<file path="src/rtl/fse_pkg.sv">
package fse_pkg;

   // ****************************************
   // storage geometry and frame layout
   // ****************************************
   localparam int unsigned NUM_BLOCKS   = 119;
   localparam int unsigned BLOCK_BYTES  = 512;
   localparam int unsigned BLK_W        = 7;
   localparam int unsigned OFS_W        = 9;
   localparam logic [2:0]  HB_CODE      = 3'h0;
   localparam logic [2:0]  HB_OPT       = 3'h1;
   localparam logic [2:0]  HB_BLK_HI    = 3'h2;
   localparam logic [2:0]  HB_BLK_LO    = 3'h3;
   localparam logic [2:0]  HB_OFS_HI    = 3'h4;
   localparam logic [2:0]  HB_OFS_LO    = 3'h5;
   localparam logic [2:0]  HB_CNT_HI    = 3'h6;
   localparam logic [2:0]  HB_CNT_LO    = 3'h7;

   // ****************************************
   // command and reply codes
   // ****************************************
   localparam logic [7:0]  CMD_ERASE    = 8'h01;
   localparam logic [7:0]  CMD_WRITE    = 8'h02;
   localparam logic [7:0]  CMD_ETW      = 8'h03;
   localparam logic [7:0]  REPLY_BIT    = 8'h80;
   localparam int unsigned FLAG_FAIL    = 0;

   // ****************************************
   // register map
   // ****************************************
   localparam logic [3:0]  REG_CTRL     = 4'h0;
   localparam logic [3:0]  REG_STATUS   = 4'h4;
   localparam logic [3:0]  REG_COUNT    = 4'h8;
   localparam logic        CTRL_EN_RST  = 1'b1;
   localparam int unsigned ST_BUSY      = 0;
   localparam int unsigned ST_ERR       = 1;
   localparam int unsigned ST_CODE_LSB  = 8;

   // ****************************************
   // types
   // ****************************************
   typedef struct packed {
      logic [7:0]  code;
      logic [7:0]  opt;
      logic [15:0] blk;
      logic [15:0] ofs;
      logic [15:0] cnt;
   } fse_hdr_t;

   typedef struct packed {
      logic [7:0]  code;
      logic [7:0]  flags;
      logic [15:0] blk;
      logic [15:0] ofs;
      logic [15:0] cnt;
   } fse_reply_t;

   typedef struct packed {
      logic             req;
      logic             erase;
      logic [BLK_W-1:0] blk;
      logic [OFS_W-1:0] ofs;
      logic [7:0]       data;
   } fse_flash_t;

   typedef enum logic [7:0] {
      S_HDR   = 8'b00000001,
      S_EWAIT = 8'b00000010,
      S_DATA  = 8'b00000100,
      S_PWAIT = 8'b00001000,
      S_FIN   = 8'b00010000,
      S_DRAIN = 8'b00100000,
      S_REPLY = 8'b01000000,
      S_SPARE = 8'b10000000
   } fse_state_t;

endpackage : fse_pkg

</file>
<file path="src/rtl/fse_reply_tx.sv">
`timescale 1ns/1ps
module fse_reply_tx
(
   // clock and reset
   input  wire logic              clk,
   input  wire logic              resetn,
   // reply to send
   input  wire logic              load,
   input  wire fse_pkg::fse_reply_t reply,
   output logic                   busy,
   // byte stream out
   output logic                   out_valid,
   output logic [7:0]             out_data,
   output logic                   out_last,
   input  wire logic              out_ready
);

   typedef struct packed {
      logic        active;
      logic [2:0]  idx;
      logic        last;
      logic [63:0] sh;
   } fse_tx_t;

   fse_tx_t s_r;
   fse_tx_t s_nxt;

   always_comb
   begin
      s_nxt = s_r;
      if (load && !s_r.active)
      begin
         s_nxt.active = 1'b1;
         s_nxt.idx    = 3'h0;
         s_nxt.last   = 1'b0;
         s_nxt.sh     = reply;
      end
      else if (s_r.active && out_ready)
      begin
         // big-endian: high byte of each field leaves first
         s_nxt.sh     = {s_r.sh[55:0], 8'h00};
         s_nxt.idx    = s_r.idx + 3'h1;
         s_nxt.last   = (s_r.idx == 3'h6);
         s_nxt.active = !s_r.last;
      end
   end

   always_ff @(posedge clk or negedge resetn)
   begin
      if (!resetn)
         s_r <= '0;
      else
         s_r <= s_nxt;
   end

   assign busy      = s_r.active;
   assign out_valid = s_r.active;
   assign out_data  = s_r.sh[63:56];
   assign out_last  = s_r.last;

endmodule : fse_reply_tx

</file>
<file path="src/rtl/fse_cmd.sv">
// Operation
// - code 01 erases block to all ones
// - byte_count zero erases every block
// - erase works on whole blocks, offset unused
// - unicast erase answered with code 81
// - result_flags bit 0 marks failure
// - reply echoes block_index and byte_offset
// - reply byte_count zero, no payload
// - code 02 programs payload from byte_offset
// - code 03 erases block then programs
// - header fields at bytes 0..7, big-endian
// - broadcast commands get no reply
// - storage is 119 blocks of 512 bytes
// - write replies 82, erase-then-write 83
`timescale 1ns/1ps
module fse_cmd
#(
   parameter int unsigned NUM_BLOCKS  = fse_pkg::NUM_BLOCKS,
   parameter int unsigned BLOCK_BYTES = fse_pkg::BLOCK_BYTES
)
(
   // clock and reset
   input  wire logic                      clk,
   input  wire logic                      resetn,
   // command byte stream
   input  wire logic                      in_valid,
   input  wire logic [7:0]                in_data,
   input  wire logic                      in_last,
   input  wire logic                      in_bcast,
   output logic                           in_ready,
   // reply byte stream
   output logic                           out_valid,
   output logic [7:0]                     out_data,
   output logic                           out_last,
   input  wire logic                      out_ready,
   // flash array port
   output logic                           fl_req,
   output logic                           fl_erase,
   output logic [fse_pkg::BLK_W-1:0]      fl_blk,
   output logic [fse_pkg::OFS_W-1:0]      fl_ofs,
   output logic [7:0]                     fl_data,
   input  wire logic                      fl_done,
   input  wire logic                      fl_error,
   // register port
   input  wire logic [3:0]                reg_addr,
   input  wire logic [31:0]               reg_wdata,
   input  wire logic                      reg_wr,
   input  wire logic                      reg_rd,
   output logic [31:0]                    reg_rdata
);

   // ****************************************
   // state
   // ****************************************
   typedef struct packed {
      fse_pkg::fse_state_t         st;
      logic [2:0]                  hidx;
      fse_pkg::fse_hdr_t           hdr;
      logic [15:0]                 remain;
      logic [fse_pkg::OFS_W-1:0]   wofs;
      logic [fse_pkg::BLK_W-1:0]   eblk;
      logic                        all;
      logic                        err;
      logic                        seen_last;
      logic                        bcast;
      logic                        skip;
      logic                        in_ready;
      fse_pkg::fse_flash_t         fl;
      logic                        rep_load;
      fse_pkg::fse_reply_t         rep;
      logic                        en;
      logic                        last_err;
      logic [7:0]                  last_code;
      logic [15:0]                 count;
      logic [31:0]                 rdata;
   } fse_cmd_t;

   fse_cmd_t s_r;
   fse_cmd_t s_nxt;
   logic     take;
   logic     tx_busy;

   // ****************************************
   // range checks
   // ****************************************
   function automatic logic blk_ok(input logic [15:0] b);
      blk_ok = ({16'h0, b} < 32'(NUM_BLOCKS));
   endfunction : blk_ok

   function automatic logic span_ok(input logic [15:0] o, input logic [15:0] c);
      logic [16:0] e;
      e = {1'b0, o} + {1'b0, c};
      span_ok = ({15'h0, e} <= 32'(BLOCK_BYTES));
   endfunction : span_ok

   assign take = s_r.in_ready && in_valid;

   // ****************************************
   // command sequencer
   // ****************************************
   always_comb
   begin
      s_nxt          = s_r;
      s_nxt.fl.req   = 1'b0;
      s_nxt.rep_load = 1'b0;
      s_nxt.rdata    = 32'h0;
      case (s_r.st)
         fse_pkg::S_HDR:
         begin
            if (take)
            begin
               case (s_r.hidx)
                  fse_pkg::HB_CODE:
                  begin
                     s_nxt.hdr.code = in_data;
                     s_nxt.bcast    = in_bcast;
                  end
                  fse_pkg::HB_OPT:    s_nxt.hdr.opt      = in_data;
                  fse_pkg::HB_BLK_HI: s_nxt.hdr.blk[15:8] = in_data;
                  fse_pkg::HB_BLK_LO: s_nxt.hdr.blk[7:0]  = in_data;
                  fse_pkg::HB_OFS_HI: s_nxt.hdr.ofs[15:8] = in_data;
                  fse_pkg::HB_OFS_LO: s_nxt.hdr.ofs[7:0]  = in_data;
                  fse_pkg::HB_CNT_HI: s_nxt.hdr.cnt[15:8] = in_data;
                  default:            s_nxt.hdr.cnt[7:0]  = in_data;
               endcase
               s_nxt.hidx = s_r.hidx + 3'h1;
               if (s_r.hidx == fse_pkg::HB_CNT_LO)
               begin
                  s_nxt.hidx      = 3'h0;
                  s_nxt.seen_last = in_last;
                  s_nxt.err       = 1'b0;
                  s_nxt.skip      = 1'b0;
                  s_nxt.all       = 1'b0;
                  s_nxt.remain    = s_nxt.hdr.cnt;
                  s_nxt.wofs      = s_nxt.hdr.ofs[fse_pkg::OFS_W-1:0];
                  s_nxt.eblk      = s_nxt.hdr.blk[fse_pkg::BLK_W-1:0];
                  s_nxt.st        = fse_pkg::S_FIN;
                  case (s_nxt.hdr.code)
                     fse_pkg::CMD_ERASE:
                     begin
                        // offset is never looked at: whole blocks only
                        if (s_nxt.hdr.cnt == 16'h0)
                        begin
                           s_nxt.all  = 1'b1;
                           s_nxt.eblk = '0;
                           s_nxt.st   = fse_pkg::S_EWAIT;
                        end
                        else if (blk_ok(s_nxt.hdr.blk))
                           s_nxt.st = fse_pkg::S_EWAIT;
                        else
                           s_nxt.err = 1'b1;
                     end
                     fse_pkg::CMD_WRITE, fse_pkg::CMD_ETW:
                     begin
                        if (!blk_ok(s_nxt.hdr.blk) || !span_ok(s_nxt.hdr.ofs, s_nxt.hdr.cnt))
                           s_nxt.err = 1'b1;
                        else if (s_nxt.hdr.code == fse_pkg::CMD_ETW)
                           s_nxt.st = fse_pkg::S_EWAIT;
                        else if (s_nxt.hdr.cnt != 16'h0)
                        begin
                           // short frame: count promised more than came
                           if (in_last)
                              s_nxt.err = 1'b1;
                           else
                              s_nxt.st = fse_pkg::S_DATA;
                        end
                     end
                     default: s_nxt.skip = 1'b1;
                  endcase
                  if (s_nxt.st == fse_pkg::S_EWAIT)
                  begin
                     s_nxt.fl.req   = 1'b1;
                     s_nxt.fl.erase = 1'b1;
                     s_nxt.fl.blk   = s_nxt.eblk;
                  end
               end
               else if (in_last)
                  s_nxt.hidx = 3'h0; // runt frame dropped silently
            end
         end
         fse_pkg::S_EWAIT:
         begin
            if (fl_done)
            begin
               s_nxt.st = fse_pkg::S_FIN;
               if (fl_error)
                  s_nxt.err = 1'b1;
               else if (s_r.all && ({25'h0, s_r.eblk} != 32'(NUM_BLOCKS - 1)))
               begin
                  s_nxt.eblk     = s_r.eblk + 1'b1;
                  s_nxt.fl.req   = 1'b1;
                  s_nxt.fl.erase = 1'b1;
                  s_nxt.fl.blk   = s_nxt.eblk;
                  s_nxt.st       = fse_pkg::S_EWAIT;
               end
               else if (s_r.hdr.code == fse_pkg::CMD_ETW && s_r.remain != 16'h0)
               begin
                  if (s_r.seen_last)
                     s_nxt.err = 1'b1;
                  else
                     s_nxt.st = fse_pkg::S_DATA;
               end
            end
         end
         fse_pkg::S_DATA:
         begin
            if (take)
            begin
               s_nxt.fl.req    = 1'b1;
               s_nxt.fl.erase  = 1'b0;
               s_nxt.fl.blk    = s_r.hdr.blk[fse_pkg::BLK_W-1:0];
               s_nxt.fl.ofs    = s_r.wofs;
               s_nxt.fl.data   = in_data;
               s_nxt.wofs      = s_r.wofs + 1'b1;
               s_nxt.remain    = s_r.remain - 16'h1;
               s_nxt.seen_last = in_last;
               s_nxt.st        = fse_pkg::S_PWAIT;
            end
         end
         fse_pkg::S_PWAIT:
         begin
            if (fl_done)
            begin
               s_nxt.st = fse_pkg::S_FIN;
               if (fl_error)
                  s_nxt.err = 1'b1;
               else if (s_r.remain != 16'h0)
               begin
                  if (s_r.seen_last)
                     s_nxt.err = 1'b1;
                  else
                     s_nxt.st = fse_pkg::S_DATA;
               end
            end
         end
         fse_pkg::S_FIN:
            s_nxt.st = s_r.seen_last ? fse_pkg::S_REPLY : fse_pkg::S_DRAIN;
         fse_pkg::S_DRAIN:
         begin
            // surplus bytes are swallowed so the next frame starts clean
            if (take && in_last)
            begin
               s_nxt.seen_last = 1'b1;
               s_nxt.st        = fse_pkg::S_REPLY;
            end
         end
         fse_pkg::S_REPLY:
         begin
            if (!tx_busy)
            begin
               s_nxt.rep_load  = !(s_r.bcast || s_r.skip);
               s_nxt.rep.code  = s_r.hdr.code | fse_pkg::REPLY_BIT;
               s_nxt.rep.flags = 8'h0;
               s_nxt.rep.flags[fse_pkg::FLAG_FAIL] = s_r.err;
               s_nxt.rep.blk   = s_r.hdr.blk;
               s_nxt.rep.ofs   = s_r.hdr.ofs;
               s_nxt.rep.cnt   = 16'h0;
               if (!s_r.skip)
               begin
                  s_nxt.last_err  = s_r.err;
                  s_nxt.last_code = s_r.hdr.code;
                  s_nxt.count     = s_r.count + 16'h1;
               end
               s_nxt.st = fse_pkg::S_HDR;
            end
         end
         default: s_nxt.st = fse_pkg::S_HDR;
      endcase

      // ready is registered, so it follows the state being entered
      s_nxt.in_ready = (s_nxt.st == fse_pkg::S_DATA) || (s_nxt.st == fse_pkg::S_DRAIN) ||
                       (s_nxt.st == fse_pkg::S_HDR && s_nxt.en);

      // ****************************************
      // register port
      // ****************************************
      if (reg_wr && reg_addr == fse_pkg::REG_CTRL)
         s_nxt.en = reg_wdata[0];
      if (reg_rd)
      begin
         case (reg_addr)
            fse_pkg::REG_CTRL:   s_nxt.rdata[0] = s_r.en;
            fse_pkg::REG_STATUS:
            begin
               s_nxt.rdata[fse_pkg::ST_BUSY] = (s_r.st != fse_pkg::S_HDR) || (s_r.hidx != 3'h0);
               s_nxt.rdata[fse_pkg::ST_ERR]  = s_r.last_err;
               s_nxt.rdata[fse_pkg::ST_CODE_LSB +: 8] = s_r.last_code;
            end
            fse_pkg::REG_COUNT:  s_nxt.rdata[15:0] = s_r.count;
            default:             s_nxt.rdata = 32'h0;
         endcase
      end
   end

   always_ff @(posedge clk or negedge resetn)
   begin
      if (!resetn)
      begin
         s_r          <= '0;
         s_r.st       <= fse_pkg::S_HDR;
         s_r.en       <= fse_pkg::CTRL_EN_RST;
         s_r.in_ready <= fse_pkg::CTRL_EN_RST;
      end
      else
         s_r <= s_nxt;
   end

   // ****************************************
   // reply serializer and outputs
   // ****************************************
   fse_reply_tx u_tx
   (
      .clk       (clk),
      .resetn    (resetn),
      .load      (s_r.rep_load),
      .reply     (s_r.rep),
      .busy      (tx_busy),
      .out_valid (out_valid),
      .out_data  (out_data),
      .out_last  (out_last),
      .out_ready (out_ready)
   );

   assign in_ready  = s_r.in_ready;
   assign fl_req    = s_r.fl.req;
   assign fl_erase  = s_r.fl.erase;
   assign fl_blk    = s_r.fl.blk;
   assign fl_ofs    = s_r.fl.ofs;
   assign fl_data   = s_r.fl.data;
   assign reg_rdata = s_r.rdata;

endmodule : fse_cmd

</file>
<file path="config.mk">
export PLATFORM = sky130hd
export DESIGN_NAME = fse_cmd
export DESIGN_NICKNAME = d
export VERILOG_FILES = /design/src/rtl/fse_pkg.sv /design/src/rtl/fse_reply_tx.sv /design/src/rtl/fse_cmd.sv
export SDC_FILE = /design/constraint.sdc
export NUM_CORES = 1
export LEC_CHECK = 0
export CORE_ASPECT_RATIO = 0.9
export CORE_UTILIZATION = 58
export CTS_CLUSTER_SIZE = 30
export DETAILED_ROUTE_END_ITERATION = 8
export DONT_BUFFER_PORTS = 1
export GPL_TIMING_DRIVEN = 0
export PLACE_DENSITY = 0.85
export SYNTH_ARGS = -nofsm -noshare
export SYNTH_HDL_FRONTEND = slang
export SYNTH_SLANG_ARGS = --single-unit
export TNS_END_PERCENT = 100
</file>
<file path="constraint.sdc">
create_clock -name clk -period 3.5 [get_ports clk]
set_input_delay 0 -clock clk [delete_from_list [all_inputs] [get_ports clk]]
set_output_delay 0 -clock clk [all_outputs]
set_load 0.02 [all_outputs]
</file>
==> results.ini <==
[timing]
skew_ps = 24.3
setup_slack_ps = -512
hold_viol = 268
holdWs_ps = -856
finalSetupTns_ps = -5990
fin_crit_ps = 4010
finalSetupViolations = 14
drv_slew = 0
worstMarginPinSlew_ps = 1190
rsz0062_at_grt = yes
fin_crit_sh = 1.15
maxSlewHeadroom = 0.209
max_freq_mhz = 249

[flow_run]
maxCapViolCount = 0

[setup_path]
critPathTopFamily = compound AO/OA/AOI/OAI gates
worstPathArrival_ps = 4490
crit_type = reg2reg
startpoint = s_r[252]
crit_end = fl_blk[2]
endpoint_kind = flop
r2r-start = s_r[252]
crit_required_ps = 3980
reg2reg_depth = 17
ff2ff_setup_slack_ps = -510
critPathBufInv = 3
cp-start-kind = flop
max_stage_delay_ps = 440
crit_cells = 17
path_max_fanout = 6
worstPathCellList = ha_4 -> nand3b_4 -> buf_12 -> mux2i_4 -> inv_2 -> ha_4 -> inv_2 -> fa_2 -> nand3b_1 -> a211oi_4 -> o21ai_2 -> a21o_1 -> a2111o_1 -> and3b_2 -> nand4_1 -> a21o_4 -> o21ai_2
reg2reg_to = fl_blk[2]
crit_slowest_cell = dfrtp_2

[floorplan]
fp.dieH_um = 150
core_sq_um = 23500
start_util = 0.597
io_pins = 123
num_rows = 53
die_w_um = 166
fp.dieArea_sq_um = 24900

[clocking]
holdBufCountCts = 24
cts_num_sinks = 268
cts_tree = yes
cts_buffers = 28
h-tree-depth = 1
clk_path_buf_depth = 3
cts_root_buf = clkbuf_16
cts.reportedPaths.clkPinSlew_ps = 60
clk_latency_ps = 560

[place]
portBuffers = 0
dpl.hpwl_um = 25300
dpl.cell_count = 1775
globalplace.congestion = 0.921

[synth]
synth_seq_area_share = 0.477
synth_edf_count = 0
avgSynthCellArea_sq_um = 9.65
yosysUniqueCellTypes = 81
synthArstFlopShare = 1.00
ys_ff_latch = 268
synth_common_cells = 272 x nand2_1, 265 x dfrtp_1, 96 x o21ai_0, 82 x nor2_1, 79 x mux2_2
syn_area_sq_um = 14100
synth_area_leader_cell = dfrtp_1
synth.top_cell.area_share = 0.472
synth_flop_cell = dfrtp_1
synthTopCellsByArea = dfrtp_1 47%, nand2_1 7.3%, mux2_2 6.3%
netlist_instances = 1457
yosys_warnings = 0
yosysMostFrequentCell = nand2_1

[power]
ir_drop_v = 0.000393
p_leak_nw = 7.71
power_density_nw_per_um2 = 651

[final_layout]
fillers = 1561
final_nets = 1636
instances_no_fill = 1870
layout-drive-gt1-share = 0.203
antenna_cells = 0
syn2layout_area_growth_pct = 17.4

[drt]
ant_nets = 0
drt-initial-drc-count = 1590
drt-pass1-iter-count = 8
drc = 3
num_vias = 11900
viasPerCell = 6.37
routedWlPerCell_um = 21.3
wl_um = 39800

[outcome]
status = complete, but fails checks
violations = design-rule violations, negative hold slack, negative setup slack

[worst_hold_path]
hp-class = in2async

[global_routing]
grt_pass1_wl_um = 62000
track_usage = 0.317
grt_antenna_before_repair = 1
grt_pass1_vias = 11500
grt_max_degree = 269
overflow = 0

-- worst min-delay path by stage --
stage | cells after the start | slack (ps) | startpoint | end
CTS | 0 | -880 | resetn | s_r[166]
floorplan | 0 | -300 | resetn | fl_blk[0]
detailed placement | 0 | -290 | resetn | s_r[166]
finish | 0 | -860 | resetn | fl_ofs[4]
global placement | 0 | -290 | resetn | fl_ofs[3]
global route | 0 | -870 | resetn | s_r[165]
-- report_power, final --
group | switching [mW] | internal, mW
Sequential | 0.495 | 3.49
Clock | 1.28 | 2.14
Combinational | 2.00 | 1.34
-- layout by cell type (no fill, tap or decap), drive strengths merged, types with 24 or more instances in the layout --
cell,instances
a31oi,40
buf,96
dfrtp,265
nor2,84
mux2,80
dlygate4sd3,24
nand2,272
inv,43
nand3,38
a21oi,58
clkbuf,99
ha,35
mux2i,32
o21ai,103
-- cell families (layout without fill, tap and decap cells) --
| family | count (synthesis) | count (layout) | synth area share |
|---|---|---|---|
| compound gates | 307 | 307 | 0.140 |
| xor+xnor | 30 | 30 | 0.0187 |
| fa+ha+maj | 36 | 36 | 0.0326 |
| buf+inv | 181 | 275 | 0.0677 |
| flops | 268 | 268 | 0.477 |
| mux | 112 | 112 | 0.0878 |
| other cells | 1 | 17 | 0.000267 |
| simple gates | 522 | 523 | 0.176 |
-- repair_timing --
action / CTS / global route
resized for setup: 57 / 32
endpoints found under the setup margin: 14 / 14
cloned: 2 / 1
pin swaps: 20 / 25
buffers inserted: 13 / 4
endpoints found under the hold margin: 321 / 268
-- flip-flops by register name, summed over array words and instances (netlist names) --
signal,count
fl_ofs,9
in_ready,1
fl_blk,7
u_tx.s_r,43
reg_rdata,16
u_tx.out_last,1
u_tx.out_data,8
s_r,172
fl_data,8
u_tx.busy,1
fl_req,1
fl_erase,1
-- worst reg2reg max path, stage by stage (launching register included) --
cell      delay (ps)
dfrtp_2          440
ha_4             180
nand3b_4         180
buf_12           150
mux2i_4          190
inv_2             90
ha_4             140
inv_2             40
fa_2             330
nand3b_1         260
a211oi_4         350
o21ai_2          100
a21o_1           190
a2111o_1         370
and3b_2          360
nand4_1          160
a21o_4           280
o21ai_2          130
-- routing by layer --
metal | global-route usage | part of all wire | wire, um | up-vias
met5 | 0 | 0 | 0 | -
met3 | 0.0537 | 0.086 | 3430 | 154
li1 | - | - | - | 5212
met4 | 0.149 | 0.046 | 1850 | 0
met2 | 0.507 | 0.47 | 18600 | 683
met1 | 0.427 | 0.40 | 16000 | 5872
-- metrics by stage --
stage          area (sq um)  hold slack [ps]   util  worst slack (ps)  power (mW)
2_1_floorplan         14200             -296      -              -105        5.80
3_3_place_gp          14600             -292  0.618              -832        6.44
3_5_place_dp          14600             -292  0.618              -917        6.57
4_1_cts               16300             -876  0.692              -507        10.4
5_1_grt               16500             -870  0.701              -635        11.1
6_report              16500             -856  0.701              -512        10.7
-- cell type report --
class,count,area [sq um],area share
plain buffers,138,811,0.0491
clock buffers,39,813,0.0493
clock inverters,13,249,0.0151
inverters,42,158,0.00955
multi-input cells,1025,6930,0.420
flip-flops and latches,268,6710,0.407
well taps,302,378,0.0229
repair buffers,43,445,0.0270
No activity file was read; power rests on OpenSTA's default activity.
